<file path="config.mk">
export PLATFORM = sky130hd
export DESIGN_NAME = tcm_timer
export DESIGN_NICKNAME = d
export VERILOG_FILES = /design/src/rtl/tcm_pkg.sv /design/src/rtl/tcm_noise_filter.sv /design/src/rtl/tcm_timer.sv
export VERILOG_INCLUDE_DIRS = /design/src /design/src/rtl
export SDC_FILE = /design/constraint.sdc
export NUM_CORES = 1
export LEC_CHECK = 0
export BUFFER_PORTS_ARGS = -buffer_cell sky130_fd_sc_hd__buf_2
export CORE_MARGIN = 3
export CORE_UTILIZATION = 62
export DETAILED_ROUTE_END_ITERATION = 10
export PLACE_DENSITY = 0.95
export SYNTH_ARGS = -nofsm -noshare
export SYNTH_HDL_FRONTEND = slang
export SYNTH_SLANG_ARGS = --single-unit
</file>
<file path="constraint.sdc">
create_clock -name pclk -period 7.1 [get_ports pclk]
set_input_delay 1.42 -clock pclk [delete_from_list [all_inputs] [get_ports pclk]]
set_output_delay 1.42 -clock pclk [all_outputs]
set_load 0.01 [all_outputs]
</file>
<file path="src/rtl/tcm_consts.svh">
/*
  Register indices, field positions, codes and counts for the capture timer.
  Assumes inclusion by bare name; definitions only.
*/
`ifndef TCM_CONSTS_SVH
`define TCM_CONSTS_SVH
// ==========================================================
// Register indices (byte address is four times the index)
`define TCM_IDX_CONTROL_A     8'h00
`define TCM_IDX_CONTROL_B     8'h01
`define TCM_IDX_EVENT_CONTROL    8'h04
`define TCM_IDX_FLAGS     8'h06
`define TCM_IDX_STATUS    8'h07
`define TCM_IDX_COUNT     8'h0a
`define TCM_IDX_COMPARE   8'h0c
// ==========================================================
// Field positions
`define TCM_A_ENABLE      0
`define TCM_A_CLOCK_SELECT_LO   1
`define TCM_A_CLOCK_SELECT_HI   2
`define TCM_B_MODE_LO     0
`define TCM_B_MODE_HI     2
`define TCM_B_OUT_EN      4
`define TCM_B_OUT_INIT    5
`define TCM_B_ASYNC       6
`define TCM_E_CAPTURE_FLAG_EN     0
`define TCM_E_EDGE        4
`define TCM_E_FILTER      6
`define TCM_F_CAPTURE     0
`define TCM_S_RUN         0
// ==========================================================
// Reset values and counts
`define TCM_RST_BYTE      8'h00
`define TCM_RST_WORD      16'h0000
`define TCM_MAX_COUNT     16'hffff
`define TCM_FILTER_LEN    4
`define TCM_START_DELAY   2'h2
`define TCM_ONE_2B        2'h1
`define TCM_ZERO_2B       2'h0
`endif

</file>
<file path="src/rtl/tcm_pkg.sv">
/*
  Types shared by the capture timer files.
  Assumes compilation before any module that names these types.
*/
package tcm_pkg;
  // ==========================================================
  // Count modes
  typedef enum logic [2:0] {
    TCM_PERIODIC = 3'b000,
    TCM_TIMEOUT  = 3'b001,
    TCM_CAPTURE  = 3'b010,
    TCM_FREQ     = 3'b011,
    TCM_PULSE    = 3'b100,
    TCM_FREQ_PW  = 3'b101,
    TCM_SINGLE   = 3'b110,
    TCM_PWM8     = 3'b111
  } tcm_mode_t;
  // ==========================================================
  // Timer clock sources
  typedef enum logic [1:0] {
    TCM_CLK_DIV1 = 2'b00,
    TCM_CLK_DIV2 = 2'b01,
    TCM_CLK_NONE = 2'b10,
    TCM_CLK_COMP = 2'b11
  } tcm_clock_select_t;
  // ==========================================================
  // Combined frequency and pulse-width sequence
  typedef enum logic [1:0] {
    TCM_FP_WAIT_RISE = 2'b00,
    TCM_FP_WAIT_FALL = 2'b01,
    TCM_FP_WAIT_STOP = 2'b10,
    TCM_FP_DONE      = 2'b11
  } tcm_fp_t;
endpackage

</file>
<file path="src/rtl/tcm_noise_filter.sv">
/*
  Event input noise filter: passes a level after FILT_LEN equal samples.
  Assumes a synchronised input on pclk; bypassed when filt_en is low.
*/
`timescale 1ns/100ps
`include "tcm_consts.svh"
module tcm_noise_filter #(
  parameter int FILT_LEN = `TCM_FILTER_LEN
) (
  input  wire logic pclk,
  input  wire logic presetn,
  input  wire logic filt_en,
  input  wire logic level_in,
  output logic      level_out
);
  logic [FILT_LEN-1:0] hist_q;
  logic                stable_q;

  // ==========================================================
  // Sample history, on the system clock so the prescaler has no effect
  always_ff @(posedge pclk or negedge presetn) begin
    if (!presetn) begin
      hist_q <= '0;
    end else begin
      hist_q <= {hist_q[FILT_LEN-2:0], level_in};
    end
  end

  always_ff @(posedge pclk or negedge presetn) begin
    if (!presetn) begin
      stable_q <= 1'b0;
    end else if (!filt_en) begin
      stable_q <= level_in;
    end else if (&hist_q || ~|hist_q) begin
      stable_q <= hist_q[0];
    end
  end

  assign level_out = stable_q;
endmodule

</file>
<file path="src/rtl/tcm_timer.sv">
/*
  16-bit capture/compare timer with eight count modes, APB registers,
  event input with optional noise filter and one waveform output.
  Assumes an APB master on pclk, an asynchronous event input and a
  companion timer tick that is a one-cycle pulse on pclk.
*/
// Implementation choices: the APB slave port and the placing of the registers.
// Summary of operation
// - Reset state is periodic mode: count to compare, flag, restart from zero.
// - Compare set below count makes the counter run to maximum and wrap.
// - Timeout mode starts on one event edge, stops on the other edge.
// - Timeout mode flags when the count reaches compare before the stop edge.
// - Frozen timeout restarts on a start edge; run writes are ignored frozen.
// - Capture mode runs freely, copies count to compare on each selected edge, flags.
// - In capture modes reading the compare register clears the flag.
// - Frequency mode captures the count and restarts on the selected edge.
// - Pulse mode restarts on rise, captures on fall and flags; edges spaced two.
// - Combined mode starts on rise, captures on fall, stops and flags next rise.
// - Single-shot: low while stopped; an event restarts counting with output high.
// - Single-shot stops at compare with output low; events ignored for one tick.
// - Synchronous single-shot output rises two timer ticks after the event.
// - Single-shot starts on enable; writing compare value to count prevents it.
// - Asynchronous single-shot sets output for one cycle at once, then again when counting starts ticks later.
// - Eight-bit PWM counts zero to low byte, high until count hits high byte.
// - Output enable drives the waveform onto the pin; otherwise no output.
// - Other modes drive the output initial level bit when enabled.
// - Noise filter passes a level after four equal system clock samples.
// - Clock select: zero undivided, one divided by two, three companion tick.
// - Counter maximum is all ones, where free and wrapping counts turn over.
// - Capture event is a one-cycle pulse under the flag setting conditions.
`timescale 1ns/100ps
`include "tcm_consts.svh"
module tcm_timer (
  input  wire logic        pclk,
  input  wire logic        presetn,
  input  wire logic        psel,
  input  wire logic        penable,
  input  wire logic        pwrite,
  input  wire logic [11:0] paddr,
  input  wire logic [31:0] pwdata,
  output logic      [31:0] prdata,
  output logic             pready,
  output logic             pslverr,
  input  wire logic        event_in,
  input  wire logic        companion_tick,
  output logic             capture_event,
  output logic             waveform_out,
  output logic             waveform_drive
);
  // ==========================================================
  // Registers and state
  logic [7:0]         control_a_q, control_b_q, event_control_q;
  logic [15:0]        count_value_q, capture_compare_value_q;
  logic               capture_flag_q, run_q, hold_q, wave_q, div_q;
  logic               ev_s1_q, ev_s2_q, lvl_q, en_q;
  logic [1:0]         pend_q;
  tcm_pkg::tcm_fp_t   fp_q;
  logic [31:0]        rdata_d;
  logic               ready_q, err_q, cap_evt_q, wout_q, wdrv_q;

  // ==========================================================
  // Decoded controls
  tcm_pkg::tcm_mode_t   mode;
  tcm_pkg::tcm_clock_select_t clock_select;
  logic enable, out_en, async_en, capture_flag_en, edge_sel, filt_en;
  assign mode     = tcm_pkg::tcm_mode_t'(control_b_q[`TCM_B_MODE_HI:`TCM_B_MODE_LO]);
  assign clock_select   = tcm_pkg::tcm_clock_select_t'(control_a_q[`TCM_A_CLOCK_SELECT_HI:`TCM_A_CLOCK_SELECT_LO]);
  assign enable   = control_a_q[`TCM_A_ENABLE];
  assign out_en   = control_b_q[`TCM_B_OUT_EN];
  assign async_en = control_b_q[`TCM_B_ASYNC];
  assign capture_flag_en  = event_control_q[`TCM_E_CAPTURE_FLAG_EN];
  assign edge_sel = event_control_q[`TCM_E_EDGE];
  assign filt_en  = event_control_q[`TCM_E_FILTER];

  // ==========================================================
  // APB decode
  logic [7:0] idx;
  logic       setup, acc, wr, rd, mapped;
  logic       wr_a, wr_b, wr_e, wr_f, wr_s, wr_cnt, wr_cmp, rd_cmp;
  assign idx    = paddr[9:2];
  assign setup  = psel && !penable;
  assign acc    = psel && penable && ready_q;
  assign wr     = acc && pwrite && !err_q;
  assign rd     = acc && !pwrite && !err_q;
  assign wr_a   = wr && idx == `TCM_IDX_CONTROL_A;
  assign wr_b   = wr && idx == `TCM_IDX_CONTROL_B;
  assign wr_e   = wr && idx == `TCM_IDX_EVENT_CONTROL;
  assign wr_f   = wr && idx == `TCM_IDX_FLAGS;
  assign wr_s   = wr && idx == `TCM_IDX_STATUS;
  assign wr_cnt = wr && idx == `TCM_IDX_COUNT;
  assign wr_cmp = wr && idx == `TCM_IDX_COMPARE;
  assign rd_cmp = rd && idx == `TCM_IDX_COMPARE;

  always_comb begin
    rdata_d = 32'h0000_0000;
    mapped  = 1'b1;
    if (paddr[1:0] != 2'b00 || paddr[11:10] != 2'b00) begin
      mapped = 1'b0;
    end else if (idx == `TCM_IDX_CONTROL_A) begin
      rdata_d[7:0] = control_a_q;
    end else if (idx == `TCM_IDX_CONTROL_B) begin
      rdata_d[7:0] = control_b_q;
    end else if (idx == `TCM_IDX_EVENT_CONTROL) begin
      rdata_d[7:0] = event_control_q;
    end else if (idx == `TCM_IDX_FLAGS) begin
      rdata_d[`TCM_F_CAPTURE] = capture_flag_q;
    end else if (idx == `TCM_IDX_STATUS) begin
      rdata_d[`TCM_S_RUN] = run_q;
    end else if (idx == `TCM_IDX_COUNT) begin
      rdata_d[15:0] = count_value_q;
    end else if (idx == `TCM_IDX_COMPARE) begin
      rdata_d[15:0] = capture_compare_value_q;
    end else begin
      mapped = 1'b0;
    end
  end

  // Answer one cycle after setup so every bus output is a flop
  always_ff @(posedge pclk or negedge presetn) begin
    if (!presetn) begin
      ready_q <= 1'b0;
      err_q   <= 1'b0;
      prdata  <= 32'h0000_0000;
    end else begin
      ready_q <= setup;
      err_q   <= setup && !mapped;
      if (setup && !pwrite) begin
        prdata <= rdata_d;
      end
    end
  end
  assign pready  = ready_q;
  assign pslverr = err_q;

  always_ff @(posedge pclk or negedge presetn) begin
    if (!presetn) begin
      control_a_q     <= `TCM_RST_BYTE;
      control_b_q     <= `TCM_RST_BYTE;
      event_control_q <= `TCM_RST_BYTE;
    end else begin
      if (wr_a) control_a_q <= pwdata[7:0];
      if (wr_b) control_b_q <= pwdata[7:0];
      if (wr_e) event_control_q <= pwdata[7:0];
    end
  end

  // ==========================================================
  // Timer clock enable
  logic tick;
  always_ff @(posedge pclk or negedge presetn) begin
    if (!presetn) div_q <= 1'b0;
    else          div_q <= !div_q;
  end
  always_comb begin
    case (clock_select)
      tcm_pkg::TCM_CLK_DIV1: tick = enable;
      tcm_pkg::TCM_CLK_DIV2: tick = enable && div_q;
      tcm_pkg::TCM_CLK_COMP: tick = enable && companion_tick;
      default:               tick = 1'b0;
    endcase
  end

  // ==========================================================
  // Event input: synchroniser, filter, edge detect
  logic lvl_f, rise, fall, start_e, stop_e;
  always_ff @(posedge pclk or negedge presetn) begin
    if (!presetn) begin
      ev_s1_q <= 1'b0;
      ev_s2_q <= 1'b0;
      lvl_q   <= 1'b0;
      en_q    <= 1'b0;
    end else begin
      ev_s1_q <= event_in;
      ev_s2_q <= ev_s1_q;
      lvl_q   <= lvl_f;
      en_q    <= enable;
    end
  end

  tcm_noise_filter #(
    .FILT_LEN (`TCM_FILTER_LEN)
  ) u_filter (
    .pclk      (pclk),
    .presetn   (presetn),
    .filt_en   (filt_en),
    .level_in  (ev_s2_q),
    .level_out (lvl_f)
  );

  assign rise    = enable && capture_flag_en && lvl_f && !lvl_q;
  assign fall    = enable && capture_flag_en && !lvl_f && lvl_q;
  assign start_e = edge_sel ? fall : rise;
  assign stop_e  = edge_sel ? rise : fall;

  // ==========================================================
  // Counter, capture and run state
  logic at_top, set_flag, pwm_end, ss_go, ss_start;
  assign at_top  = count_value_q == capture_compare_value_q;
  assign pwm_end = count_value_q[7:0] >= capture_compare_value_q[7:0];
  assign ss_go   = mode == tcm_pkg::TCM_SINGLE && start_e && !run_q && !hold_q
                   && pend_q == `TCM_ZERO_2B;
  assign ss_start = tick && pend_q == `TCM_ONE_2B;

  always_comb begin
    set_flag = 1'b0;
    case (mode)
      tcm_pkg::TCM_PERIODIC: set_flag = tick && at_top;
      tcm_pkg::TCM_TIMEOUT:  set_flag = tick && run_q && at_top;
      tcm_pkg::TCM_CAPTURE,
      tcm_pkg::TCM_FREQ:     set_flag = start_e;
      tcm_pkg::TCM_PULSE:    set_flag = fall;
      tcm_pkg::TCM_FREQ_PW:  set_flag = rise && fp_q == tcm_pkg::TCM_FP_WAIT_STOP;
      tcm_pkg::TCM_SINGLE:   set_flag = tick && run_q && at_top;
      tcm_pkg::TCM_PWM8:     set_flag = tick && pwm_end;
      default:               set_flag = 1'b0;
    endcase
  end

  always_ff @(posedge pclk or negedge presetn) begin
    if (!presetn) begin
      count_value_q <= `TCM_RST_WORD;
    end else if (wr_cnt) begin
      count_value_q <= pwdata[15:0];
    end else begin
      case (mode)
        tcm_pkg::TCM_PERIODIC:
          if (tick) count_value_q <= at_top ? `TCM_RST_WORD : count_value_q + 16'h0001;
        tcm_pkg::TCM_TIMEOUT:
          if (start_e && !run_q) count_value_q <= `TCM_RST_WORD;
          else if (tick && run_q) count_value_q <= count_value_q + 16'h0001;
        tcm_pkg::TCM_CAPTURE:
          if (tick) count_value_q <= count_value_q + 16'h0001;
        tcm_pkg::TCM_FREQ:
          if (start_e) count_value_q <= `TCM_RST_WORD;
          else if (tick) count_value_q <= count_value_q + 16'h0001;
        tcm_pkg::TCM_PULSE:
          if (rise) count_value_q <= `TCM_RST_WORD;
          else if (tick) count_value_q <= count_value_q + 16'h0001;
        tcm_pkg::TCM_FREQ_PW:
          if (rise && fp_q == tcm_pkg::TCM_FP_WAIT_RISE) count_value_q <= `TCM_RST_WORD;
          else if (tick && run_q) count_value_q <= count_value_q + 16'h0001;
        tcm_pkg::TCM_SINGLE:
          if (ss_start) count_value_q <= `TCM_RST_WORD;
          else if (tick && run_q && !at_top) count_value_q <= count_value_q + 16'h0001;
        tcm_pkg::TCM_PWM8:
          if (tick) count_value_q <= pwm_end ? `TCM_RST_WORD : count_value_q + 16'h0001;
        default: count_value_q <= count_value_q;
      endcase
    end
  end

  always_ff @(posedge pclk or negedge presetn) begin
    if (!presetn) begin
      capture_compare_value_q <= `TCM_RST_WORD;
    end else if (wr_cmp) begin
      capture_compare_value_q <= pwdata[15:0];
    end else if (((mode == tcm_pkg::TCM_CAPTURE || mode == tcm_pkg::TCM_FREQ) && start_e)
                 || (mode == tcm_pkg::TCM_PULSE && fall)
                 || (mode == tcm_pkg::TCM_FREQ_PW && fall
                     && fp_q == tcm_pkg::TCM_FP_WAIT_FALL)) begin
      capture_compare_value_q <= count_value_q;
    end
  end

  // Combined mode sequence; a compare read re-arms it
  always_ff @(posedge pclk or negedge presetn) begin
    if (!presetn) begin
      fp_q <= tcm_pkg::TCM_FP_WAIT_RISE;
    end else if (mode != tcm_pkg::TCM_FREQ_PW || !enable) begin
      fp_q <= tcm_pkg::TCM_FP_WAIT_RISE;
    end else begin
      case (fp_q)
        tcm_pkg::TCM_FP_WAIT_RISE: if (rise) fp_q <= tcm_pkg::TCM_FP_WAIT_FALL;
        tcm_pkg::TCM_FP_WAIT_FALL: if (fall) fp_q <= tcm_pkg::TCM_FP_WAIT_STOP;
        tcm_pkg::TCM_FP_WAIT_STOP: if (rise) fp_q <= tcm_pkg::TCM_FP_DONE;
        default:                   if (rd_cmp) fp_q <= tcm_pkg::TCM_FP_WAIT_RISE;
      endcase
    end
  end

  // Run status
  always_ff @(posedge pclk or negedge presetn) begin
    if (!presetn) begin
      run_q <= 1'b0;
    end else if (!enable) begin
      run_q <= 1'b0;
    end else begin
      case (mode)
        tcm_pkg::TCM_TIMEOUT:
          if (start_e && !run_q) run_q <= 1'b1;
          else if (stop_e && run_q) run_q <= 1'b0;
          else if (wr_s && run_q) run_q <= pwdata[`TCM_S_RUN];
        tcm_pkg::TCM_FREQ_PW:
          if (rise && fp_q == tcm_pkg::TCM_FP_WAIT_RISE) run_q <= 1'b1;
          else if (rise && fp_q == tcm_pkg::TCM_FP_WAIT_STOP) run_q <= 1'b0;
        tcm_pkg::TCM_SINGLE:
          if (enable && !en_q) run_q <= 1'b1;
          else if (ss_start) run_q <= 1'b1;
          else if (tick && run_q && at_top) run_q <= 1'b0;
        default: run_q <= 1'b1;
      endcase
    end
  end

  // Single-shot start delay and hold-off after stop
  always_ff @(posedge pclk or negedge presetn) begin
    if (!presetn) begin
      pend_q <= `TCM_ZERO_2B;
      hold_q <= 1'b0;
    end else begin
      if (mode != tcm_pkg::TCM_SINGLE || !enable) pend_q <= `TCM_ZERO_2B;
      else if (ss_go) pend_q <= `TCM_START_DELAY;
      else if (tick && pend_q != `TCM_ZERO_2B) pend_q <= pend_q - `TCM_ONE_2B;
      if (tick && run_q && at_top && mode == tcm_pkg::TCM_SINGLE) hold_q <= 1'b1;
      else if (tick) hold_q <= 1'b0;
    end
  end

  // ==========================================================
  // Capture flag; a set in the clearing cycle wins
  logic clr_flag, capture_flag_mode;
  assign capture_flag_mode = mode == tcm_pkg::TCM_CAPTURE || mode == tcm_pkg::TCM_FREQ
                     || mode == tcm_pkg::TCM_PULSE || mode == tcm_pkg::TCM_FREQ_PW;
  assign clr_flag  = (wr_f && pwdata[`TCM_F_CAPTURE]) || (rd_cmp && capture_flag_mode);
  always_ff @(posedge pclk or negedge presetn) begin
    if (!presetn)      capture_flag_q <= 1'b0;
    else if (set_flag) capture_flag_q <= 1'b1;
    else if (clr_flag) capture_flag_q <= 1'b0;
  end
  always_ff @(posedge pclk or negedge presetn) begin
    if (!presetn) cap_evt_q <= 1'b0;
    else          cap_evt_q <= set_flag;
  end
  assign capture_event = cap_evt_q;

  // ==========================================================
  // Waveform generation and pin drive
  always_ff @(posedge pclk or negedge presetn) begin
    if (!presetn) begin
      wave_q <= 1'b0;
    end else begin
      case (mode)
        tcm_pkg::TCM_SINGLE:
          // Asynchronous mode skips the timer clock, not the synchroniser
          if (ss_go && async_en) wave_q <= 1'b1;
          else if (ss_start) wave_q <= 1'b1;
          else if (!run_q || (tick && at_top)) wave_q <= 1'b0;
        tcm_pkg::TCM_PWM8:
          // High byte counts high ticks, so clear as the count arrives there
          if (tick && pwm_end) wave_q <= capture_compare_value_q[15:8] != `TCM_RST_BYTE;
          else if (tick && 8'(count_value_q[7:0] + 8'h01) == capture_compare_value_q[15:8])
            wave_q <= 1'b0;
        default: wave_q <= control_b_q[`TCM_B_OUT_INIT];
      endcase
    end
  end
  always_ff @(posedge pclk or negedge presetn) begin
    if (!presetn) begin
      wout_q <= 1'b0;
      wdrv_q <= 1'b0;
    end else begin
      // Initial level read directly so drive and level rise together
      wout_q <= out_en && ((mode == tcm_pkg::TCM_SINGLE || mode == tcm_pkg::TCM_PWM8)
                           ? wave_q : control_b_q[`TCM_B_OUT_INIT]);
      wdrv_q <= out_en;
    end
  end
  assign waveform_out   = wout_q;
  assign waveform_drive = wdrv_q;
endmodule

</file>
# After elaboration in Yosys (flattened, before gate mapping)
# Cells that the tools add are included.
[totals]
reg_bits = 95
wordCells = 233
output_inout_bits = 37
[op_classes]
add_sub_neg = 3
n_reduce_logical = 98
eq_ne = 34
muxes = 73
magnitude_cmp = 1
[op_table]
columns = ["operator", "count"]
rows = [
  ["two-way mux 16 bit", 18],
  ["one-hot mux 16 bit (8 select lines)", 1],
  ["logical AND 1 bit", 51],
  ["two-way mux 8 bit", 6],
  ["two-way mux 1 bit", 33],
  ["two-way mux 15 bit", 2],
  ["== test 8 x 3 -> 1 bit (second input constant)", 3],
  ["adder 16 x 1 -> 16 bit (second input constant)", 1],
  ["== test 16 bit", 1],
  ["== test 8 x 4 -> 1 bit (second input constant)", 2],
  ["two-way mux 2 bit", 8],
  ["!= test 3 bit (second input constant)", 5],
  ["logical NOT 1 bit", 13],
  ["== test 3 bit (second input constant)", 4],
  ["logical OR 1 bit", 12],
  ["nonzero test 2 bit", 6],
  ["!= test 5 bit (second input constant)", 2],
  ["!= test 3 x 2 -> 1 bit (second input constant)", 3],
  ["adder 8 x 1 -> 8 bit (second input constant)", 1],
  ["== test 8 x 1 -> 1 bit (second input constant)", 1],
  ["== test 8 bit", 1],
  ["greater-or-equal comparator 8 bit", 1],
  ["logical NOT 8 bit", 1],
  ["!= test 4 bit (second input constant)", 2],
  ["other kinds (21)", 31],
]

# Longest topological paths before layout
[logic_depth]
depth_word = 11
ltp_mapped = 11

# Hierarchy
# A second synthesis with hierarchy kept.
[unflattened]
hier_cells = 632
hier_area_um2 = 5864.4
[modules_own_cells]
columns = ["module", "instances", "area_per_inst_um2", "cells_per_inst"]
rows = [
  ["tcm_timer", 1, 5709.2, 622],
  ["tcm_noise_filter", 1, 155.1, 10],
]

# Worst setup path before layout
# OpenSTA, ideal clock, no wires.
[synth_path]
kind = "in2reg"
start = "input port paddr[7]"
end = "register count_value_q[2]"
setup_ps = 123
cell_stages = 8
path_slack_ps = 3960
required_time_ps = 6977
arrival_time_ps = 3017
path_buffers = 1
path_cell_list = "nor4_2 -> and3b_1 -> nand2_1 -> nor2_1 -> buf_2 -> nor3b_1 -> a32oi_1 -> nand2_1"
[synth_via]
elab_chain_len = 4
[synth_lines]
columns = ["element", "line_no", "rtl"]
rows = [
  ["from (decl)", "tcm_timer.sv:39", "input wire logic [11:0] paddr,"],
  ["== test 8 x 4 -> 1 bit (no line) *", "-", ""],
  ["logical AND 1 bit (no line) *", "-", ""],
  ["!= test 4 bit (no line) or != test 3 bit (tied branches)", "-", ""],
  ["AND reduction 3 bit (no line)", "-", ""],
  ["to (signal assigned)", "tcm_timer.sv:221", "count_value_q <= `TCM_RST_WORD;"],
  ["to (signal assigned)", "tcm_timer.sv:223", "count_value_q <= pwdata[15:0];"],
  ["to (signal assigned)", "tcm_timer.sv:227", "if (tick) count_value_q <= at_top ? `TCM_RST_WORD : count_value_q + 16'h0001;"],
  ["to (decl)", "tcm_timer.sv:53", "logic [15:0] count_value_q, capture_compare_value_q;"],
]
# Every way passes the cells marked *; elsewhere a longest branch is shown, timed or not.
# A chain may end at the register's enable or synchronous reset.

# Worst setup path after layout
[layout_path]
start = "input port paddr[7]"
end = "register count_value_q[7]"
# The elaborated chain is that of the path after synthesis.

==> flow_summary.json <==
{
  "synth_edf_count": 0,
  "portBuffers": 55,
  "fin_crit_sh_pct": 58.88,
  "cts-root-buf": "clkbuf_8",
  "synth_area_leaders": "dfrtp_1 40%, o21ai_0 5.5%, mux2i_1 5.4%, nand2_1 4.8%, mux2_2 4.8%",
  "yosys.area_share.adder_pct": 2.972,
  "tightest_slew_ns": 1.187,
  "syn_area_per_cell_um2": 9.371,
  "cts-htree-levels": 3,
  "power.density_mw_per_mm2": 176.8,
  "cts_resized": 0,
  "path_cells": "buf_2, nor4_2, and3b_1, and2_1, nand3_1, and2_1, a32oi_1, o21ai_1",
  "crit_path_start_kind": "input port",
  "drive_gt1_share_pct": 17.32,
  "ys_types": 70,
  "core_mm2": 0.008976,
  "fin_hold_ws_ns": 0.3682,
  "ctsHoldBuffers": 0,
  "vdd_ir_drop_max_v": 0.0001549,
  "yosysTopAreaCell": "dfrtp_1",
  "crit_family": "simple AND/OR/NAND/NOR gates",
  "final_antenna_net_count": 0,
  "rows": 34,
  "path_clk_slew_ns": 0.10,
  "synth_area_mm2": 0.005894,
  "drv_cap": 0,
  "final_cell_mix": "95 x dfrtp_1, 76 x nand2_1, 65 x o21ai_0",
  "grtUsageTotal_pct": 29.06,
  "criticalPathCategory": "in -> reg",
  "grt_pass1_vias": 5081,
  "async_flop_share_pct": 100.0,
  "skew_ns": 0.01116,
  "gr-total-overflow": 0,
  "die_x_um": 103.5,
  "muxShareOfSynthArea_pct": 10.21,
  "ys.flop_type": "dfrtp_1",
  "final.setup.worst_slack_ns": 2.920,
  "vias_per_cell": 6.524,
  "worstSkewPairLatency_ns": 0.37,
  "cp-end-kind": "register",
  "max_freq_mhz": 239.2,
  "start_util_pct": 65.67,
  "place_ws_ns": 2.722,
  "multi_input_comb_area_mm2": 0.003188,
  "drtIter0Drc": 564,
  "slowest_delay_ns": 0.69,
  "cpMostUsedCell": "and2_1",
  "synth_compound_area_share_pct": 17.07,
  "antenna_found_initial": 0,
  "seq_area_mm2": 0.002377,
  "route.final.wire_length_um": 15490,
  "n_fill_cell": 661,
  "yosysSeqAreaShare_pct": 40.33,
  "cts_tree": "built",
  "drc_errors": 0,
  "synth_xor_area_share_pct": 3.566,
  "gp_congestion": 0.9108,
  "path_max_fanout": 17,
  "status": "finished, final reports clean",
  "ioPinCount": 88,
  "ctsLongestPathBuffers": 2,
  "via_count": 5154,
  "fin_tns_setup_ns": 0,
  "setup_viol_count_final": 0,
  "hold_violations": 0,
  "hp-class": "reg -> reg",
  "dp_hpwl_um": 11130,
  "final_util_pct": 70.03,
  "cp_slowest_cell": "and2_1",
  "dieArea_mm2": 0.01071,
  "yosys_warnings": 0,
  "die_y_um": 103.5,
  "yosysTopAreaCellShare_pct": 40.33,
  "nets": 724,
  "ys_seq_elements": 95,
  "finalMaxSlewViolations": 0,
  "diodes": 0,
  "synthSimpleGateAreaFrac_pct": 19.17,
  "power.leakage_uw": 0.002762,
  "area_growth_pct": 6.644,
  "relSlewSlack_pct": 20.87,
  "grt_pass1_wl_um": 25750,
  "grt_start_max_net_pins": 72,
  "critPathBufInv": 1,
  "period_minus_slack_ns": 4.180,
  "final_common_cell": "dfrtp_1",
  "cts_buffers": 9,
  "postSynthCellCount": 629,
  "wire_per_inst_um": 19.61,
  "synth_top_family_by_area": "simple AND/OR/NAND/NOR gates",
  "firstDrtPassIters": 5,
  "cts_sinks": 95,
  "cts_setup_buffers": 0,
  "cp_data_arrival_time_ns": 4.43,
  "required_ns": 7.35,
  "rsz0062_at_grt": "false"
}
-- synth_stat cells, types with 5 or more instances --
master and n:
ha_1 14, clkbuf_1 17, a21oi_1 14, o21ai_0 65, xnor2_1 12, a22oi_1 5, buf_6 5, buf_4 18
xor2_1 12, nand2b_1 6, or3_1 12, and3_1 6, nand3b_1 6, nor3b_1 5, nand3_1 18, inv_1 18
dfrtp_1 95, mux2i_1 32, o211ai_1 5, nor4_1 10, nor3_1 5, a32oi_1 5, mux2_2 25, and2_1 10
nor2_1 25, nand4_1 6, nand2_1 76, buf_2 12, a31oi_1 15, a221oi_1 10, nor2b_1 8
-- path summary, 6_finish.rpt --
kind | from | endpoint | slack [ns] | cells past startpoint
max in group asynchronous | presetn | capture_compare_value_q[13] | 4.95 | 2
min in group asynchronous | presetn | u_filter.hist_q[2] | 0.93 | 1
worst max-delay path | paddr[7] | count_value_q[7] | 2.92 | 8
worst min register to register | ev_s1_q | ev_s2_q | 0.37 | 0
worst max register to register | count_value_q[7] | count_value_q[7] | 3.62 | 8
worst min-delay path | ev_s1_q | ev_s2_q | 0.37 | 0
-- through the flow --
| step | instance area (µm²) | total power, µW | cells |
|---|---|---|---|
| 3_3_place_gp | 6091 | 748.1 | 774 |
| 5_1_grt | 6286 | 1162 | 790 |
| 4_1_cts | 6286 | 1110 | 790 |
| 3_5_place_dp | 6091 | 757.3 | 774 |
| 6_report | 6286 | 1112 | 790 |
| 2_1_floorplan | 5951 | 709.1 | 644 |
-- power by group --
part | internal [µW] | switching, µW
Sequential | 562 | 48.2
Combinational | 63.4 | 77.7
Clock | 146 | 215
Total | 771 | 341
-- cell type report --
type,count,area share (%)
clock buffers,10,2.189
clock inverters,6,0.9156
inverters,18,1.075
multi-input cells,477,50.72
flip-flops and latches,95,37.82
well taps,126,2.508
repair buffers,58,4.777
-- cell families after synthesis --
group           Yosys count
simple gates            211
other cells               1
mux                      57
xor+xnor                 24
compound gates          155
fa+ha+maj                14
flops                    95
buf+inv                  72
-- sequential cells by signal, summed over array words and instances, names as in the netlist, 2 cells and up --
signal                   cells
control_a_q                  8
control_b_q                  8
prdata                      16
pend_q                       2
event_control_q              8
u_filter.hist_q              4
fp_q                         2
count_value_q               16
capture_compare_value_q     16
-- worst register-to-register path, delay by kind of cell (launching register included) --
family	cells	cell delay, ns
flops	1	0.54
fa+ha+maj	1	0.41
compound gates	3	1.07
simple gates	4	1.34
-- layer usage --
layer | global-route usage, % | wire (µm) | vias to the layer above
li1 | - | - | 2299
met1 | 38.40 | 6175 | 2501
met2 | 49.44 | 7592 | 307
met3 | 4.851 | 1280 | 47
met4 | 8.737 | 446 | 0
met5 | 0 | 0 | -
No activity file was read; power rests on OpenSTA's default activity.
